[src/rtl/scc_cfg.svh]
// constants of the smart card link host: offsets, fields, timing
`ifndef SCC_CFG_SVH
`define SCC_CFG_SVH
// ----------------------------------------------------------------
// register offsets (byte addresses, one word each)
// ----------------------------------------------------------------
`define SCC_A_CTRL    5'h00
`define SCC_A_DIV     5'h04
`define SCC_A_TXDATA  5'h08
`define SCC_A_RXDATA  5'h0C
`define SCC_A_STATUS  5'h10
// ----------------------------------------------------------------
// control fields
// ----------------------------------------------------------------
`define SCC_C_SYNC    0
`define SCC_C_EXTCLK  1
`define SCC_C_RXARM   2
`define SCC_C_ODD     3
`define SCC_CTRL_RST  4'h0
// synchroniser reset levels {update marker, clock, data}: each at its idle level
`define SCC_SYNC_RST  3'h3
// ----------------------------------------------------------------
// status fields
// ----------------------------------------------------------------
`define SCC_S_TXBUSY  0
`define SCC_S_RXVALID 1
`define SCC_S_PARERR  2
`define SCC_S_OVERRUN 3
`define SCC_S_BREAK   4
`define SCC_S_FRMERR  5
// ----------------------------------------------------------------
// link timing and framing
// ----------------------------------------------------------------
`define SCC_DIV_RST    16'h0010
`define SCC_GUARD_CLK  3'h5
`define SCC_LAST_ASYNC 4'hA
`define SCC_LAST_SYNC  4'h7
`define SCC_RESP_OKAY  2'h0
`define SCC_RESP_ERR   2'h2
`endif

[src/rtl/scc_pkg.sv]
// types shared by the smart card link host
`default_nettype none
package scc_pkg;
  typedef enum logic [1:0] {ST_IDLE, ST_TX, ST_RX} scc_state_t;
  // pins coming from the device
  typedef struct packed {
    logic tdrUpd;
    logic sckIn;
    logic ioIn;
  } scc_pin_i_t;
  // pins going to the device
  typedef struct packed {
    logic ioOut;
    logic ioOe;
    logic sckOut;
    logic sckOe;
  } scc_pin_o_t;
endpackage
`default_nettype wire

[src/rtl/scc_host.sv]
// smart card side link host with an axi4-lite command port
//
// Implementation choices: the AXI4-Lite interface to the registers and the address map.
`timescale 1ns/1ps
`default_nettype none
`include "scc_cfg.svh"

module scc_host #(
  parameter int DIV_W = 16
) (
  // clock and reset
  input  wire logic                clk,
  input  wire logic                rst,
  // axi4-lite write
  input  wire logic [4:0]          s_axi_awaddr,
  input  wire logic                s_axi_awvalid,
  output logic                     s_axi_awready,
  input  wire logic [31:0]         s_axi_wdata,
  input  wire logic [3:0]          s_axi_wstrb,
  input  wire logic                s_axi_wvalid,
  output logic                     s_axi_wready,
  output logic [1:0]               s_axi_bresp,
  output logic                     s_axi_bvalid,
  input  wire logic                s_axi_bready,
  // axi4-lite read
  input  wire logic [4:0]          s_axi_araddr,
  input  wire logic                s_axi_arvalid,
  output logic                     s_axi_arready,
  output logic [31:0]              s_axi_rdata,
  output logic [1:0]               s_axi_rresp,
  output logic                     s_axi_rvalid,
  input  wire logic                s_axi_rready,
  // device link
  input  wire scc_pkg::scc_pin_i_t pinIn,
  output var  scc_pkg::scc_pin_o_t pinOut
);
  import scc_pkg::*;

  // divisor writes go by whole byte lanes
  if (DIV_W != 8 && DIV_W != 16) begin : g_chk
    $error("scc_host: DIV_W must be 8 or 16");
  end

  scc_state_t       state_ff;
  logic [3:0]       ctrl_ff;
  logic [DIV_W-1:0] div_ff;
  logic [DIV_W-1:0] cnt_ff;
  logic [3:0]       bit_ff;
  logic [10:0]      shr_ff;
  logic [7:0]       rxData_ff;
  logic             rxValid_ff;
  logic             parErr_ff;
  logic             overrun_ff;
  logic             brk_ff;
  logic             frmErr_ff;
  logic             sckGen_ff;
  logic             sckPrev_ff;
  logic             tdrPrev_ff;
  logic [2:0]       guard_ff;
  logic             bvalid_ff;
  logic [1:0]       bresp_ff;
  logic             rvalid_ff;
  logic [31:0]      rdata_ff;
  logic [2:0]       meta_ff;
  logic [2:0]       sync_ff;

  // ----------------------------------------------------------------
  // input synchronisers
  // ----------------------------------------------------------------
  // the update marker idles low: resetting its stages high would fake an edge
  localparam logic [2:0] SYNC_RST = `SCC_SYNC_RST;
  logic [2:0] rawIn;
  assign rawIn = {pinIn.tdrUpd, pinIn.sckIn, pinIn.ioIn};
  for (genvar i = 0; i < 3; i++) begin : g_sync
    always_ff @(posedge clk or posedge rst) begin
      if (rst) begin
        meta_ff[i] <= SYNC_RST[i];
        sync_ff[i] <= SYNC_RST[i];
      end else begin
        meta_ff[i] <= rawIn[i];
        sync_ff[i] <= meta_ff[i];
      end
    end
  end
  logic ioS;
  logic tdrS;
  assign ioS  = sync_ff[0];
  assign tdrS = sync_ff[2];

  // ----------------------------------------------------------------
  // axi4-lite slave
  // ----------------------------------------------------------------
  logic wrEn, wrCtrl, wrStat, wrTx, txStart, wrOk, rdEn, rdRx;
  logic rxStart, rxDone;
  assign wrEn          = s_axi_awvalid & s_axi_wvalid & ~bvalid_ff;
  assign s_axi_awready = wrEn;
  assign s_axi_wready  = wrEn;
  assign wrCtrl = wrEn && s_axi_awaddr == `SCC_A_CTRL && s_axi_wstrb[0];
  assign wrStat = wrEn && s_axi_awaddr == `SCC_A_STATUS && s_axi_wstrb[0];
  assign wrTx   = wrEn && s_axi_awaddr == `SCC_A_TXDATA && s_axi_wstrb[0];
  // one direction at a time: no send while the receiver is armed
  // clocked sends are refused with an error response while the overrun, parity or framing error flag is set
  assign txStart = wrTx && state_ff == ST_IDLE && !ctrl_ff[`SCC_C_RXARM]
                && (!ctrl_ff[`SCC_C_SYNC] || !(overrun_ff || parErr_ff || frmErr_ff));
  assign wrOk = (s_axi_awaddr == `SCC_A_CTRL) || (s_axi_awaddr == `SCC_A_DIV)
             || (s_axi_awaddr == `SCC_A_STATUS) || txStart;
  assign rdEn = s_axi_arvalid & ~rvalid_ff;
  assign rdRx = rdEn && s_axi_araddr == `SCC_A_RXDATA;
  assign s_axi_arready = rdEn;
  assign s_axi_bvalid  = bvalid_ff;
  assign s_axi_bresp   = bresp_ff;
  assign s_axi_rvalid  = rvalid_ff;
  assign s_axi_rdata   = rdata_ff;
  assign s_axi_rresp   = `SCC_RESP_OKAY;

  always_ff @(posedge clk or posedge rst) begin
    if (rst) begin
      bvalid_ff <= 1'b0;
      bresp_ff  <= `SCC_RESP_OKAY;
    end else if (wrEn) begin
      bvalid_ff <= 1'b1;
      bresp_ff  <= wrOk ? `SCC_RESP_OKAY : `SCC_RESP_ERR;
    end else if (s_axi_bready) begin
      bvalid_ff <= 1'b0;
    end
  end

  logic [31:0] rdMux;
  always_comb begin
    rdMux = 32'h0000_0000;
    case (s_axi_araddr)
      `SCC_A_CTRL:   rdMux[3:0] = ctrl_ff;
      `SCC_A_DIV:    rdMux[DIV_W-1:0] = div_ff;
      `SCC_A_RXDATA: rdMux[7:0] = rxData_ff;
      `SCC_A_STATUS: rdMux[5:0] = {frmErr_ff, brk_ff, overrun_ff, parErr_ff,
                                   rxValid_ff, state_ff == ST_TX};
      default:       rdMux = 32'h0000_0000;
    endcase
  end

  always_ff @(posedge clk or posedge rst) begin
    if (rst) begin
      rvalid_ff <= 1'b0;
      rdata_ff  <= 32'h0000_0000;
    end else if (rdEn) begin
      rvalid_ff <= 1'b1;
      rdata_ff  <= rdMux;
    end else if (s_axi_rready) begin
      rvalid_ff <= 1'b0;
    end
  end

  // ----------------------------------------------------------------
  // control and divisor registers
  // ----------------------------------------------------------------
  // mode and direction change only by a control write with byte lane 0 enabled
  always_ff @(posedge clk or posedge rst) begin
    if (rst) begin
      ctrl_ff <= `SCC_CTRL_RST;
    end else if (wrCtrl) begin
      ctrl_ff <= s_axi_wdata[3:0];
    end
  end

  always_ff @(posedge clk or posedge rst) begin
    if (rst) begin
      div_ff <= DIV_W'(`SCC_DIV_RST);
    end else if (wrEn && s_axi_awaddr == `SCC_A_DIV) begin
      for (int b = 0; b < DIV_W / 8; b++) begin
        if (s_axi_wstrb[b]) begin
          div_ff[b*8 +: 8] <= s_axi_wdata[b*8 +: 8];
        end
      end
    end
  end

  // ----------------------------------------------------------------
  // bit timing and serial clock
  // ----------------------------------------------------------------
  logic asyncM, hostClk, tick, sckSrc, sckRise, tdrRise, cntEv;
  logic [3:0] lastBit;
  assign asyncM  = !ctrl_ff[`SCC_C_SYNC];
  assign hostClk = ctrl_ff[`SCC_C_SYNC] && ctrl_ff[`SCC_C_EXTCLK];
  assign tick    = cnt_ff == '0;
  assign sckSrc  = hostClk ? sckGen_ff : sync_ff[1];
  assign sckRise = sckSrc & ~sckPrev_ff;
  assign tdrRise = tdrS & ~tdrPrev_ff;
  assign cntEv   = asyncM ? tick : sckRise;
  assign lastBit = asyncM ? `SCC_LAST_ASYNC : `SCC_LAST_SYNC;
  assign rxStart = state_ff == ST_IDLE && ctrl_ff[`SCC_C_RXARM]
                && !wrTx && (!asyncM || !ioS);

  // async mode samples mid-bit: the start edge reloads half a period
  always_ff @(posedge clk or posedge rst) begin
    if (rst) begin
      cnt_ff <= '0;
    end else if (rxStart && asyncM) begin
      cnt_ff <= div_ff >> 1;
    end else if (txStart || tick) begin
      cnt_ff <= div_ff - 1'b1;
    end else begin
      cnt_ff <= cnt_ff - 1'b1;
    end
  end

  // clock edges held off after a data register update
  always_ff @(posedge clk or posedge rst) begin
    if (rst) begin
      guard_ff <= 3'h0;
    end else if (tdrRise) begin
      guard_ff <= `SCC_GUARD_CLK;
    end else if (guard_ff != 3'h0) begin
      guard_ff <= guard_ff - 3'h1;
    end
  end

  // host clock rests high outside frames
  always_ff @(posedge clk or posedge rst) begin
    if (rst) begin
      sckGen_ff <= 1'b1;
    end else if (!hostClk || state_ff == ST_IDLE) begin
      sckGen_ff <= 1'b1;
    end else if (tick && guard_ff == 3'h0 && !tdrRise) begin
      sckGen_ff <= ~sckGen_ff;
    end
  end

  always_ff @(posedge clk or posedge rst) begin
    if (rst) begin
      sckPrev_ff <= 1'b1;
      tdrPrev_ff <= 1'b0;
    end else begin
      sckPrev_ff <= sckSrc;
      tdrPrev_ff <= tdrS;
    end
  end

  // ----------------------------------------------------------------
  // transfer sequencer
  // ----------------------------------------------------------------
  logic falseStart;
  assign falseStart = asyncM && bit_ff == 4'h0 && ioS;
  assign rxDone = state_ff == ST_RX && cntEv && !falseStart && bit_ff == lastBit;

  // reset drops a frame in flight and returns to idle
  always_ff @(posedge clk or posedge rst) begin
    if (rst) begin
      state_ff <= ST_IDLE;
      bit_ff   <= 4'h0;
    end else begin
      case (state_ff)
        ST_IDLE: begin
          bit_ff <= 4'h0;
          if (txStart) begin
            state_ff <= ST_TX;
          end else if (rxStart) begin
            state_ff <= ST_RX;
          end
        end
        ST_TX, ST_RX: begin
          if (cntEv) begin
            if (bit_ff == lastBit || (state_ff == ST_RX && falseStart)) begin
              state_ff <= ST_IDLE;
            end else begin
              bit_ff <= bit_ff + 4'h1;
            end
          end
        end
        default: state_ff <= ST_IDLE;
      endcase
    end
  end

  logic txPar;
  assign txPar = ^s_axi_wdata[7:0] ^ ctrl_ff[`SCC_C_ODD];
  // parity framed on every async character
  always_ff @(posedge clk or posedge rst) begin
    if (rst) begin
      shr_ff <= 11'h7FF;
    end else if (txStart) begin
      shr_ff <= asyncM ? {1'b1, txPar, s_axi_wdata[7:0], 1'b0}
                       : {3'h7, s_axi_wdata[7:0]};
    end else if (state_ff == ST_TX && cntEv) begin
      shr_ff <= {1'b1, shr_ff[10:1]};
    end else if (state_ff == ST_RX && cntEv) begin
      shr_ff <= {ioS, shr_ff[10:1]};
    end
  end

  // ----------------------------------------------------------------
  // received data and status flags
  // ----------------------------------------------------------------
  logic [10:0] frm;
  logic [7:0]  rxByte;
  logic        parBad, stopBad, brkSeen;
  assign frm     = {ioS, shr_ff[10:1]};
  assign rxByte  = asyncM ? frm[8:1] : frm[10:3];
  assign parBad  = asyncM && (^frm[9:1] ^ ctrl_ff[`SCC_C_ODD]);
  assign stopBad = asyncM && !frm[10];
  assign brkSeen = stopBad && frm[9:1] == 9'h000;

  always_ff @(posedge clk or posedge rst) begin
    if (rst) begin
      rxData_ff <= 8'h00;
    end else if (rxDone) begin
      rxData_ff <= rxByte;
    end
  end

  // receive-full marks the end of reception
  // set wins over a clear in the same cycle
  always_ff @(posedge clk or posedge rst) begin
    if (rst) begin
      rxValid_ff <= 1'b0;
    end else if (rxDone) begin
      rxValid_ff <= 1'b1;
    end else if (rdRx) begin
      rxValid_ff <= 1'b0;
    end
  end

  // error flags cleared by writing ones
  always_ff @(posedge clk or posedge rst) begin
    if (rst) begin
      parErr_ff  <= 1'b0;
      overrun_ff <= 1'b0;
      brk_ff     <= 1'b0;
      frmErr_ff  <= 1'b0;
    end else begin
      parErr_ff  <= (rxDone && parBad) ||
                    (parErr_ff && !(wrStat && s_axi_wdata[`SCC_S_PARERR]));
      overrun_ff <= (rxDone && rxValid_ff) ||
                    (overrun_ff && !(wrStat && s_axi_wdata[`SCC_S_OVERRUN]));
      // break seen as an all-low frame
      brk_ff     <= (rxDone && brkSeen) ||
                    (brk_ff && !(wrStat && s_axi_wdata[`SCC_S_BREAK]));
      frmErr_ff  <= (rxDone && stopBad) ||
                    (frmErr_ff && !(wrStat && s_axi_wdata[`SCC_S_FRMERR]));
    end
  end

  // ----------------------------------------------------------------
  // pin drive
  // ----------------------------------------------------------------
  // line released unless sending, so the pulled-up line rests at mark
  assign pinOut.ioOut  = shr_ff[0];
  assign pinOut.ioOe   = state_ff == ST_TX;
  assign pinOut.sckOut = sckGen_ff;
  // device drives the clock unless the host was told to
  assign pinOut.sckOe  = hostClk;
endmodule // scc_host
`default_nettype wire

[config.mk]
export PLATFORM = sky130hd
export DESIGN_NAME = scc_host
export DESIGN_NICKNAME = d
export VERILOG_FILES = /design/src/rtl/scc_pkg.sv /design/src/rtl/scc_host.sv
export VERILOG_INCLUDE_DIRS = /design/src /design/src/rtl
export SDC_FILE = /design/constraint.sdc
export NUM_CORES = 1
export LEC_CHECK = 0
export BUFFER_PORTS_ARGS = -buffer_cell sky130_fd_sc_hd__buf_2
export CORE_UTILIZATION = 55
export DETAILED_ROUTE_END_ITERATION = 10
export HOLD_SLACK_MARGIN = 0.06
export PLACE_DENSITY_LB_ADDON = 0.05
export SYNTH_ARGS = -nofsm -noshare
export SYNTH_HDL_FRONTEND = slang
export SYNTH_SLANG_ARGS = --single-unit
[constraint.sdc]
create_clock -name clk -period 4.05 [get_ports clk]
set_input_delay 0.2025 -clock clk [delete_from_list [all_inputs] [get_ports clk]]
set_output_delay 0.2025 -clock clk [all_outputs]
set_load 0.005 [all_outputs]
### Word level (Yosys, flattened, before mapping)

Index checks and enable logic that the tools add are counted.

| storage, ports and cells | value |
|---|---|
| bits of input ports | 56 |
| register bits | 98 |
| RAM bits | 0 |
| output and inout bits | 45 |
| memories kept | 0 |
| latch bits | 0 |
| logic and storage cells | 177 |
| bits in read-only memories | 0 |

| cells by class | value |
|---|---|
| div/mod/pow operators | 0 |
| multipliers | 0 |
| shifts and indexed selects | 0 |
| reductions and logical operators | 88 |
| equal/unequal tests | 13 |
| bitwise gates (word level) | 12 |
| mux-type cells | 33 |
| $lt $le $gt $ge | 0 |
| add/subtract/negate cells | 4 |

Operators with widths:

| operator | count |
|---|---|
| $logic_and 1x1->1 | 40 |
| $mux 11 | 3 |
| $mux 16 | 2 |
| $sub 16x1->16 const B | 2 |
| $logic_not 16->1 | 1 |
| $mux 8 | 2 |
| $pmux 4 s4 | 1 |
| $logic_or 1x1->1 | 14 |
| $logic_not 1->1 | 12 |
| $mux 4 | 3 |
| $reduce_bool 2->1 | 6 |
| $eq 5x3->1 const B | 2 |
| $eq 5x4->1 const B | 2 |
| $eq 5x5->1 const B | 2 |
| $logic_not 5->1 | 2 |
| $mux 1 | 10 |
| $mux 10 | 1 |
| $mux 2 | 5 |
| $logic_not 9->1 | 1 |
| $reduce_xor 9->1 | 1 |
| $pmux 2 s2 | 2 |
| $pmux 4 s2 | 1 |
| $reduce_xor 8->1 | 1 |
| $mux 3 | 2 |
| other kinds (18) | 32 |

### Logic depth before layout (Yosys ltp)

Gate-level depths: netlist of run 1.

| logic depth | value |
|---|---|
| depth in word-level cells | 10 |
| mapped depth | 12 |
| mapped depth without buffers | 11 |

### Worst setup path after synthesis of run 1

No wires, ideal clock.

| timing path | value |
|---|---|
| path kind | reg-to-reg |
| from | reg cnt_ff[7] |
| to | reg cnt_ff[10] |
| library setup time | 83 ps |
| stages on the path, launching flop included | 12 |
| period minus slack after synthesis | 3,375 ps |
| arrival | 3,292 ps |
| setup slack | 675 ps |
| required time | 3,967 ps |
| buffers on the path | 1 |
| cell sequence | dfrtp_1 > or4_1 > or4_4 > o22ai_4 > buf_2 > mux2i_1 > ha_1 > nand4bb_1 > nor4_1 > xor2_1 > o22ai_1 > o21ai_0 |

| on the way | value |
|---|---|
| cells in the longest elaborated chain, start to end | 4 |
| elaborated cells between the ends (all ways) | 5 |
| those cells by class | 1 x add/sub; 2 x mux; 2 x reduce/logical |

Ends and longest elaborated chain:

| element | RTL line | RTL |
|---|---|---|
| from (decl) | scc_host.sv:47 | `logic [DIV_W-1:0] cnt_ff;` |
| from (signal assigned) | scc_host.sv:198 | `cnt_ff <= div_ff >> 1;` |
| from (signal assigned) | scc_host.sv:200 | `cnt_ff <= div_ff - 1'b1;` |
| from (signal assigned) | scc_host.sv:202 | `cnt_ff <= cnt_ff - 1'b1;` |
| branches (longest 2 deep; another with $sub 16x1->16) | n/a |  |
| $mux 16 (*) | scc_host.sv:199 | `end else if (txStart \|\| tick) begin` |
| $mux 16 (*) | scc_host.sv:197 | `end else if (rxStart && asyncM) begin` |

Mark *: on every way between the ends.
A chain may end at the register's enable or synchronous reset.

### Worst setup path after layout of run 1

Same ends and word-level chain as after synthesis.

==> results of run 1 <==
## cell usage in the layout (no fill, tap or decap), types with 12 or more instances in the layout
| cell type | synthesis | layout |
|---|---|---|
| a21oi_1 | 19 | 19 |
| nor3_1 | 13 | 13 |
| o21ai_0 | 25 | 25 |
| nand2_1 | 90 | 90 |
| mux2_2 | 22 | 22 |
| nand3_1 | 21 | 21 |
| inv_1 | 25 | 24 |
| conb_1 | 1 | 19 |
| mux2i_1 | 31 | 31 |
| dfstp_2 | 18 | 18 |
| ha_1 | 12 | 12 |
| dfrtp_1 | 79 | 79 |
| xnor2_1 | 20 | 20 |
| nor2_1 | 16 | 16 |
| xor2_1 | 18 | 18 |
| buf_2 | 3 | 63 |
## worst min-delay path by stage
stage	cells after the start	from	endpoint
floorplan	0	pinIn[0]	meta_ff[0]
global route	2	s_axi_wdata[12]	div_ff[12]
CTS	2	s_axi_wdata[14]	div_ff[14]
global placement	1	pinIn[0]	meta_ff[0]
detailed placement	1	pinIn[1]	meta_ff[1]
finish	2	s_axi_wdata[14]	div_ff[14]
## layer usage
layer / wire, um / vias up
li1: - / 1997
met1: 5470 / 1979
met2: 5590 / 129
met3: 484 / 17
met4: 207 / 0
met5: 0 / -
## cells in the mapped netlist (all sizes together) (2+ instances only)
cell type	n
mux2	22
o32ai	2
nand2b	5
nor4	7
nand2	90
or4	6
nand3	21
nor3	13
a22o	4
o21ai	36
buf	30
clkbuf	13
a21oi	19
nand3b	4
a222oi	4
nor3b	4
o22ai	3
inv	26
xnor2	20
dfrtp	79
nor2	17
nand4	3
dfstp	18
xor2	18
o31ai	7
a22oi	7
or2	2
or3	5
and3	5
ha	12
mux2i	31
## registers in the layout (all words and copies together) (netlist names), 2 cells and up
register	cells
ctrl_ff	4
rxData_ff	8
state_ff	2
guard_ff	3
s_axi_rdata	16
shr_ff	11
bit_ff	4
div_ff	16
cnt_ff	16
meta_ff	3
## area by class of cell
cell class | instances | area share
well taps | 129 | 0.0271
clock inverters | 7 | 0.00882
inverters | 26 | 0.0168
clock buffers | 9 | 0.0208
flip-flops and latches | 97 | 0.411
multi-input cells | 402 | 0.446
repair buffers | 74 | 0.0693
## cell families after synthesis
kind of cell             count (synthesis)  share of synthesized area
AND/OR/NAND/NOR                        189                      0.169
flip-flops                              97                      0.454
AO/OA/AOI/OAI                           91                      0.116
buffers and inverters                   69                     0.0675
multiplexers                            53                      0.103
XOR/XNOR                                38                     0.0617
adder cells (fa/ha/maj)                 12                     0.0278
other                                    1                   0.000695
## power by group
group | total, mW | leakage (nW) | internal, mW | switching [mW]
Clock | 0.586 | 0.0904 | 0.229 | 0.357
Combinational | 0.818 | 1.58 | 0.377 | 0.441
Sequential | 1.32 | 1.22 | 1.15 | 0.166
## critical path: cells and delay by family, from the launching register on
kind	cells	cell delay (ps)
xor gates and xnor gates	1	180
DFF	1	450
adders and majority gates	1	330
AOI/OAI and AO/OA	3	440
muxes	1	250
and+or+nand+nor	4	1820
## metrics by stage
step | area, sq um | hold slack, ps | setup slack [ps] | power, mW | std cells
2_1_floorplan | 5460 | 207 | 675 | 1.95 | 568
3_3_place_gp | 5720 | 309 | 600 | 2.12 | 722
3_5_place_dp | 5720 | 309 | 515 | 2.15 | 722
4_1_cts | 5960 | 70.6 | 477 | 2.75 | 744
5_1_grt | 5960 | 68.5 | 280 | 2.92 | 744
6_report | 5960 | 79.8 | 496 | 2.72 | 744
==> flow_metrics.env, run 1 <==
export IMPL_clock_path_buffers=2
export IMPL_synthDominantCellAreaShare=0.366
export IMPL_ant_nets=0
export IMPL_setup_viol=0
export IMPL_place_hpwl_mm=8.54
export IMPL_path_class="flop to flop"
export IMPL_clkTransAtPathRegs_ps=100
export IMPL_grt_max_degree=67
export IMPL_die_w_um=101
export IMPL_crit_arrival_ps=3830
export IMPL_power_density_nw_per_um2=458
export IMPL_period_needed_ps=3550
export IMPL_max_stage_delay_ps=620
export IMPL_fin_crit_sh=0.878
export IMPL_num_vias=4122
export IMPL_power_leakage_nw=2.90
export IMPL_synth_edf_count=0
export IMPL_core_sq_um=9370
export IMPL_grtUsageMet1=0.350
export IMPL_grtUsageTotal=0.252
export IMPL_report_final_slew_viol_count=0
export IMPL_numCtsBuffers=9
export IMPL_htreeDepth=3
export IMPL_avgSynthCellArea_sq_um=9.81
export IMPL_synth_seq_cells=97
export IMPL_worstPathMaxFanout=7
export IMPL_yosysWarnings=0
export IMPL_rsz0062_at_grt="false"
export IMPL_drt_iter0_markers=160
export IMPL_synth_area_leaders="dfrtp_1 37%, dfstp_2 8.8%, nand2_1 6.3%, mux2i_1 5.8%, mux2_2 4.6%"
export IMPL_ios=101
export IMPL_post_cts_setup_buffers=0
export IMPL_setup_tns_final_ps=0
export IMPL_path_cells="or4_1 > or4_4 > o22ai_4 > mux2i_1 > ha_1 > nand4bb_1 > nor4_1 > xor2_1 > o22ai_1 > o21ai_0"
export IMPL_drc_errors=0
export IMPL_ctsResizeCount=0
export IMPL_num_antenna_cells=0
export IMPL_grt_pass1_wl_mm=19.9
export IMPL_synth_largest_area_cell="dfrtp_1"
export IMPL_worstSetupEndpoint="cnt_ff[10]"
export IMPL_endpoint_kind="flop"
export IMPL_cts_tree="yes"
export IMPL_drive_gt1_frac=0.221
export IMPL_wl_per_cell_um=15.8
export IMPL_crit_start="cnt_ff[7]"
export IMPL_max_cap_viol_count=0
export IMPL_busiest_layer="met2"
export IMPL_ir_drop_mv=0.200
export IMPL_hp_class="input port to flop"
export IMPL_multi_input_area_sq_um=2660
export IMPL_fmax_ghz=0.281
export IMPL_hold_violations=0
export IMPL_post_drt_via_cell_ratio=5.54
export IMPL_synthFlopType="dfrtp_1"
export IMPL_postLayoutCoreUtil=0.636
export IMPL_cts_sinks=97
export IMPL_slew_headroom=0.469
export IMPL_syn_inst=550
export IMPL_crit_required_ps=4320
export IMPL_antenna_found_initial=0
export IMPL_syn_area_sq_um=5400
export IMPL_cts_root_buf="clkbuf_8"
export IMPL_dr_pass1_iters=5
export IMPL_r2r_start="cnt_ff[7]"
export IMPL_initial_core_util=0.576
export IMPL_worst_path_max_delay_cell="or4_4"
export IMPL_async_flop_share=1.00
export IMPL_met2_usage=0.408
export IMPL_finalNetCount=678
export IMPL_ctsHoldBuffers=6
export IMPL_drt_wl_total_mm=11.7
export IMPL_clk_latency_ps=360
export IMPL_ys_seq_area_frac=0.454
export IMPL_fin_skew_ps=12.9
export IMPL_r2r_cells=10
export IMPL_rr_endpoint="cnt_ff[10]"
export IMPL_seqCellArea_sq_um=2450
export IMPL_dieArea_sq_um=10200
export IMPL_first_global_vias=4075
export IMPL_status="finished clean"
export IMPL_io_buffer_count=63
export IMPL_fp_dieH_um=101
export IMPL_yosysUniqueCellTypes=60
export IMPL_worst_pin_slew_ps=796
export IMPL_grtUsageMet3=0.0340
export IMPL_r2r_setup_slack_ps=500
export IMPL_place_congestion=0.832
export IMPL_cp_start_kind="flop"
export IMPL_areaGrowthSynthToFinish_pct=10.4
export IMPL_row_count=35
export IMPL_nFillCells=833
export IMPL_grt_ovfl_total=0
Note: power is estimated with default switching activity, not from simulation.
==> run 2: changes to the inputs <==
==> constraint.sdc (replaced) <==
create_clock -name clk -period 3.94 [get_ports clk]
set_input_delay 0.197 -clock clk [delete_from_list [all_inputs] [get_ports clk]]
set_output_delay 0.197 -clock clk [all_outputs]
set_load 0.005 [all_outputs]
==> flow_metrics.env, run 2 (synthesis gave the netlist of run 1 again) <==
export IMPL_status="finished clean"
export IMPL_clock_path_buffers=2
export IMPL_post_drt_via_cell_ratio=5.58
export IMPL_antenna_found_initial=0
export IMPL_fin_skew_ps=19.5
export IMPL_layout_common_cells="90 x nand2_1, 79 x dfrtp_1, 63 x buf_2"
export IMPL_fin_crit_sh=0.911
export IMPL_die_w_um=101
export IMPL_drc_errors=0
export IMPL_grt_pass1_wl_mm=19.4
export IMPL_endpoint_kind="flop"
export IMPL_cts_tree="yes"
export IMPL_nFillCells=810
export IMPL_clkTransAtPathRegs_ps=110
export IMPL_switching_power_mw=0.976
export IMPL_m1WireLength_mm=5.56
export IMPL_setup_viol=0
export IMPL_ir_drop_mv=0.269
export IMPL_ant_nets=0
export IMPL_path_class="flop to flop"
export IMPL_report_final_slew_viol_count=0
export IMPL_swShare=0.348
export IMPL_initial_core_util=0.576
export IMPL_ios=101
export IMPL_row_count=35
export IMPL_power_density_nw_per_um2=471
export IMPL_wl_met2_mm=5.49
export IMPL_max_stage_delay_ps=620
export IMPL_clock_power_share=0.216
export IMPL_r2r_start="cnt_ff[7]"
export IMPL_grt_max_degree=78
export IMPL_crit_required_ps=4200
export IMPL_totalPowerFinal_mw=2.80
export IMPL_wl_per_cell_um=15.8
export IMPL_post_cts_setup_buffers=0
export IMPL_num_vias=4146
export IMPL_place_hpwl_mm=8.51
export IMPL_num_antenna_cells=0
export IMPL_worst_pin_slew_ps=942
export IMPL_setup_tns_final_ps=0
export IMPL_worstPathMaxFanout=7
export IMPL_grtUsageTotal=0.247
export IMPL_numCtsBuffers=9
export IMPL_crit_arrival_ps=3850
export IMPL_htreeDepth=3
export IMPL_clk_latency_ps=360
export IMPL_wl_met3_um=528
export IMPL_grt_ovfl_total=0
export IMPL_dp_cells=722
export IMPL_final_cells=743
export IMPL_top_layer="met4"
export IMPL_r2r_cells=10
export IMPL_rr_endpoint="cnt_ff[10]"
export IMPL_hp_class="input port to async pin"
export IMPL_r2r_setup_slack_ps=350
export IMPL_finalNetCount=677
export IMPL_place_congestion=0.834
export IMPL_drive_gt1_frac=0.220
export IMPL_cp_start_kind="flop"
export IMPL_postLayoutCoreUtil=0.635
export IMPL_cts_sinks=97
export IMPL_hold_violations=0
export IMPL_power_leakage_nw=2.89
export IMPL_max_cap_viol_count=0
export IMPL_p_seq_frac=0.485
export IMPL_fp_dieH_um=101
export IMPL_slew_headroom=0.372
export IMPL_period_needed_ps=3590
export IMPL_p_comb_frac=0.299
export IMPL_cts_root_buf="clkbuf_8"
export IMPL_first_global_vias=3893
export IMPL_path_buf_inv=0
export IMPL_p_int_mw=1.83
export IMPL_drt_wl_total_mm=11.8
export IMPL_crit_family="simple AND/OR/NAND/NOR gates"
export IMPL_dr_pass1_iters=5
export IMPL_drt_iter0_markers=195
export IMPL_core_sq_um=9370
export IMPL_mostFrequentLayoutCell="nand2_1"
export IMPL_worst_path_max_delay_cell="or4_4"
export IMPL_areaGrowthSynthToFinish_pct=10.3
export IMPL_rsz0062_at_grt="false"
export IMPL_fmax_ghz=0.279
export IMPL_dieArea_sq_um=10200
export IMPL_path_cells="or4_1 > or4_4 > o22ai_4 > mux2i_1 > ha_1 > nand4bb_1 > nor4_1 > xor2_1 > o22ai_1 > o21ai_0"
export IMPL_io_buffer_count=63
run 2: how the worst max path moves through the flow:
stage / startpoint / endpoint / depth (start not counted)
after floorplan: cnt_ff[7] / cnt_ff[10] / 11
after global routing: cnt_ff[7] / cnt_ff[10] / 10
after detailed placement: cnt_ff[7] / cnt_ff[10] / 10
final: cnt_ff[7] / cnt_ff[10] / 10
after global placement: cnt_ff[7] / cnt_ff[10] / 10
after CTS: cnt_ff[7] / cnt_ff[10] / 10
run 2: final cells by class:
class / instances / area (sq um) / area share
clock inverters: 5 / 41.3 / 0.00694
flip-flops and latches: 97 / 2450 / 0.412
clock buffers: 11 / 141 / 0.0238
well taps: 129 / 161 / 0.0271
repair buffers: 73 / 403 / 0.0677
multi-input cells: 402 / 2660 / 0.446
inverters: 26 / 100 / 0.0168
run 2: power by group through the flow:
| stage | Combinational (mW) | Clock [mW] | Sequential [mW] |
|---|---|---|---|
| global route | 0.948 | 0.661 | 1.38 |
| finish | 0.839 | 0.604 | 1.36 |
| global placement | 0.807 | 0 | 1.37 |
| floorplan | 0.689 | 0 | 1.32 |
| detailed placement | 0.835 | 0 | 1.37 |
| CTS | 0.845 | 0.622 | 1.35 |
run 2: what timing repair did:
action	CTS	global route
endpoints found under the hold margin	5	0
hold buffers	5	0
gates resized for setup	0	0
run 2: worst register-to-register path, stage by stage, from the launching register on:
cell and delay (ps):
dfrtp_1 450, or4_1 570, or4_4 620, o22ai_4 220
mux2i_1 250, ha_1 340, nand4bb_1 270, nor4_1 330
xor2_1 190, o22ai_1 90, o21ai_0 170
run 2: per-stage QoR:
stage | hold WS, ps | cell area [sq um] | setup WS (ps)
final | 32.9 | 5950 | 350
after global routing | 65.9 | 5950 | 101
after CTS | 66.5 | 5950 | 327
after detailed placement | 304 | 5720 | 383
after global placement | 303 | 5720 | 497
after floorplan | 201 | 5460 | 565
run 2: metal layers:
layer,GRT usage,vias up
met2,0.397,131
met3,0.0319,15
li1,-,2000
met5,0,-
met4,0.0936,0
met1,0.341,2000
==> run 3: changes to the inputs <==
--- a/config.mk
+++ b/config.mk
@@ -8,6 +8,8 @@
 export LEC_CHECK = 0
 export BUFFER_PORTS_ARGS = -buffer_cell sky130_fd_sc_hd__buf_2
 export CORE_UTILIZATION = 55
+export CTS_CLUSTER_DIAMETER = 100
+export CTS_CLUSTER_SIZE = 28
 export DETAILED_ROUTE_END_ITERATION = 10
 export HOLD_SLACK_MARGIN = 0.06
 export PLACE_DENSITY_LB_ADDON = 0.05
==> constraint.sdc (replaced) <==
create_clock -name clk -period 4.41 [get_ports clk]
set_input_delay 0.2205 -clock clk [delete_from_list [all_inputs] [get_ports clk]]
set_output_delay 0.2205 -clock clk [all_outputs]
set_load 0.005 [all_outputs]
==> flow_metrics.env, run 3 (synthesis gave the netlist of run 1 again) <==
export IMPL_ir_drop_mv=0.206
export IMPL_post_drt_via_cell_ratio=5.54
export IMPL_dieArea_sq_um=10200
export IMPL_drt_wl_total_mm=12.1
export IMPL_initial_core_util=0.576
export IMPL_numCtsBuffers=9
export IMPL_slew_headroom=0.449
export IMPL_layout_common_cells="90 x nand2_1, 79 x dfrtp_1, 63 x buf_2"
export IMPL_ios=101
export IMPL_ant_nets=0
export IMPL_core_sq_um=9370
export IMPL_grtUsageTotal=0.250
export IMPL_clkTransAtPathRegs_ps=90
export IMPL_finalNetCount=677
export IMPL_fp_dieH_um=101
export IMPL_io_buffer_count=63
export IMPL_crit_arrival_ps=3860
export IMPL_worst_pin_slew_ps=825
export IMPL_grt_max_degree=57
export IMPL_seqCellArea_sq_um=2450
export IMPL_drive_gt1_frac=0.218
export IMPL_final_area_sq_um=5980
export IMPL_first_global_vias=3878
export IMPL_worstPathMaxFanout=7
export IMPL_period_needed_ps=3600
export IMPL_final_cells=743
export IMPL_power_density_nw_per_um2=431
export IMPL_areaGrowthSynthToFinish_pct=10.7
export IMPL_nFillCells=821
export IMPL_max_cap_viol_count=0
export IMPL_worst_path_max_delay_cell="or4_4"
export IMPL_dr_pass1_iters=4
export IMPL_path_class="flop to flop"
export IMPL_row_count=35
export IMPL_num_antenna_cells=0
export IMPL_power_leakage_nw=2.90
export IMPL_report_final_slew_viol_count=0
export IMPL_htreeDepth=3
export IMPL_cts_sinks=97
export IMPL_num_vias=4118
export IMPL_setup_viol=0
export IMPL_totalPowerFinal_mw=2.58
export IMPL_fin_crit_sh=0.816
export IMPL_place_congestion=0.843
export IMPL_cts_tree="yes"
export IMPL_setup_tns_final_ps=0
export IMPL_die_w_um=101
export IMPL_wl_per_cell_um=16.2
export IMPL_dp_cells=721
export IMPL_grt_pass1_wl_mm=19.5
export IMPL_clk_latency_ps=360
export IMPL_max_stage_delay_ps=620
export IMPL_mostFrequentLayoutCell="nand2_1"
export IMPL_antenna_found_initial=0
export IMPL_cp_start_kind="flop"
export IMPL_place_hpwl_mm=8.71
export IMPL_path_cells="or4_1 > or4_4 > o22ai_4 > mux2i_1 > ha_1 > nand4bb_1 > nor4_1 > xor2_1 > o22ai_1 > o21ai_0"
export IMPL_drc_errors=0
export IMPL_grt_ovfl_total=0
export IMPL_fmax_ghz=0.278
export IMPL_clock_path_buffers=2
export IMPL_cts_root_buf="clkbuf_8"
export IMPL_hp_class="input port to flop"
export IMPL_multi_input_area_sq_um=2660
export IMPL_hold_violations=0
export IMPL_fin_skew_ps=11.2
export IMPL_crit_required_ps=4670
export IMPL_status="finished clean"
export IMPL_placed_area_sq_um=5710
export IMPL_rsz0062_at_grt="false"
export IMPL_endpoint_kind="flop"
export IMPL_drt_iter0_markers=168
run 3: changes by cell type in the layout (fill, tap and decap cells not counted), sizes merged:
cell         delta
buf             -1
clkinv          -1
dlygate4sd3     +1
bufinv          +1
run 3: critical path, delay by kind of cell, from the launching register on:
| kind | cells | cell delay, ps |
|---|---|---|
| AND/OR/NAND/NOR | 4 | 1800 |
| AO/OA/AOI/OAI | 3 | 480 |
| adder cells (fa/ha/maj) | 1 | 350 |
| XOR/XNOR | 1 | 180 |
| multiplexers | 1 | 260 |
| flip-flops | 1 | 440 |
run 3: worst paths after layout:
path / from / end / slack [ps] / cells past startpoint
max in group asynchronous: rst / div_ff[4] / 2890 / 4
min in group asynchronous: rst / guard_ff[2] / 530 / 3
max reg2reg: cnt_ff[7] / cnt_ff[10] / 810 / 10
max: cnt_ff[7] / cnt_ff[10] / 810 / 10
min reg2reg: meta_ff[0] / ioS / 360 / 0
min: s_axi_wdata[15] / div_ff[15] / 100 / 2
run 3: layout make-up:
type	count	area share
Sequential cell	97	0.410
Clock inverter	5	0.0105
Inverter	26	0.0168
Timing Repair Buffer	73	0.0678
Tap cell	129	0.0270
Clock buffer	11	0.0237
Multi-Input combinational cell	402	0.444
run 3: where the power goes:
part	leakage, nW	internal, mW	switching, mW	total [mW]
Combinational	1.58	0.346	0.417	0.763
Sequential	1.22	1.06	0.151	1.21
Clock	0.0962	0.281	0.321	0.603
Total	2.90	1.69	0.889	2.58
run 3: layer usage:
layer  wire, um  up-vias  track usage  share of wire
li1           -     1997            -              -
met1       5740     1993        0.348           0.48
met2       5560      119        0.407           0.46
met3        592        9       0.0354          0.049
met4        166        0       0.0736          0.014
met5          0        -            0              0
run 3: stage by stage:
| step | setup WS (ps) | hold slack (ps) | util |
|---|---|---|---|
| 2_1_floorplan | 1040 | 225 | - |
| 3_3_place_gp | 913 | 327 | 0.609 |
| 3_5_place_dp | 817 | 327 | 0.609 |
| 4_1_cts | 788 | 82.7 | 0.638 |
| 5_1_grt | 514 | 82.8 | 0.638 |
| 6_report | 810 | 101 | 0.638 |
run 3: repair_timing:
action                    CTS  global route
hold endpoints to repair   43             0
setup buffers               0             0
gates resized for setup     0             0
hold buffers                6             0
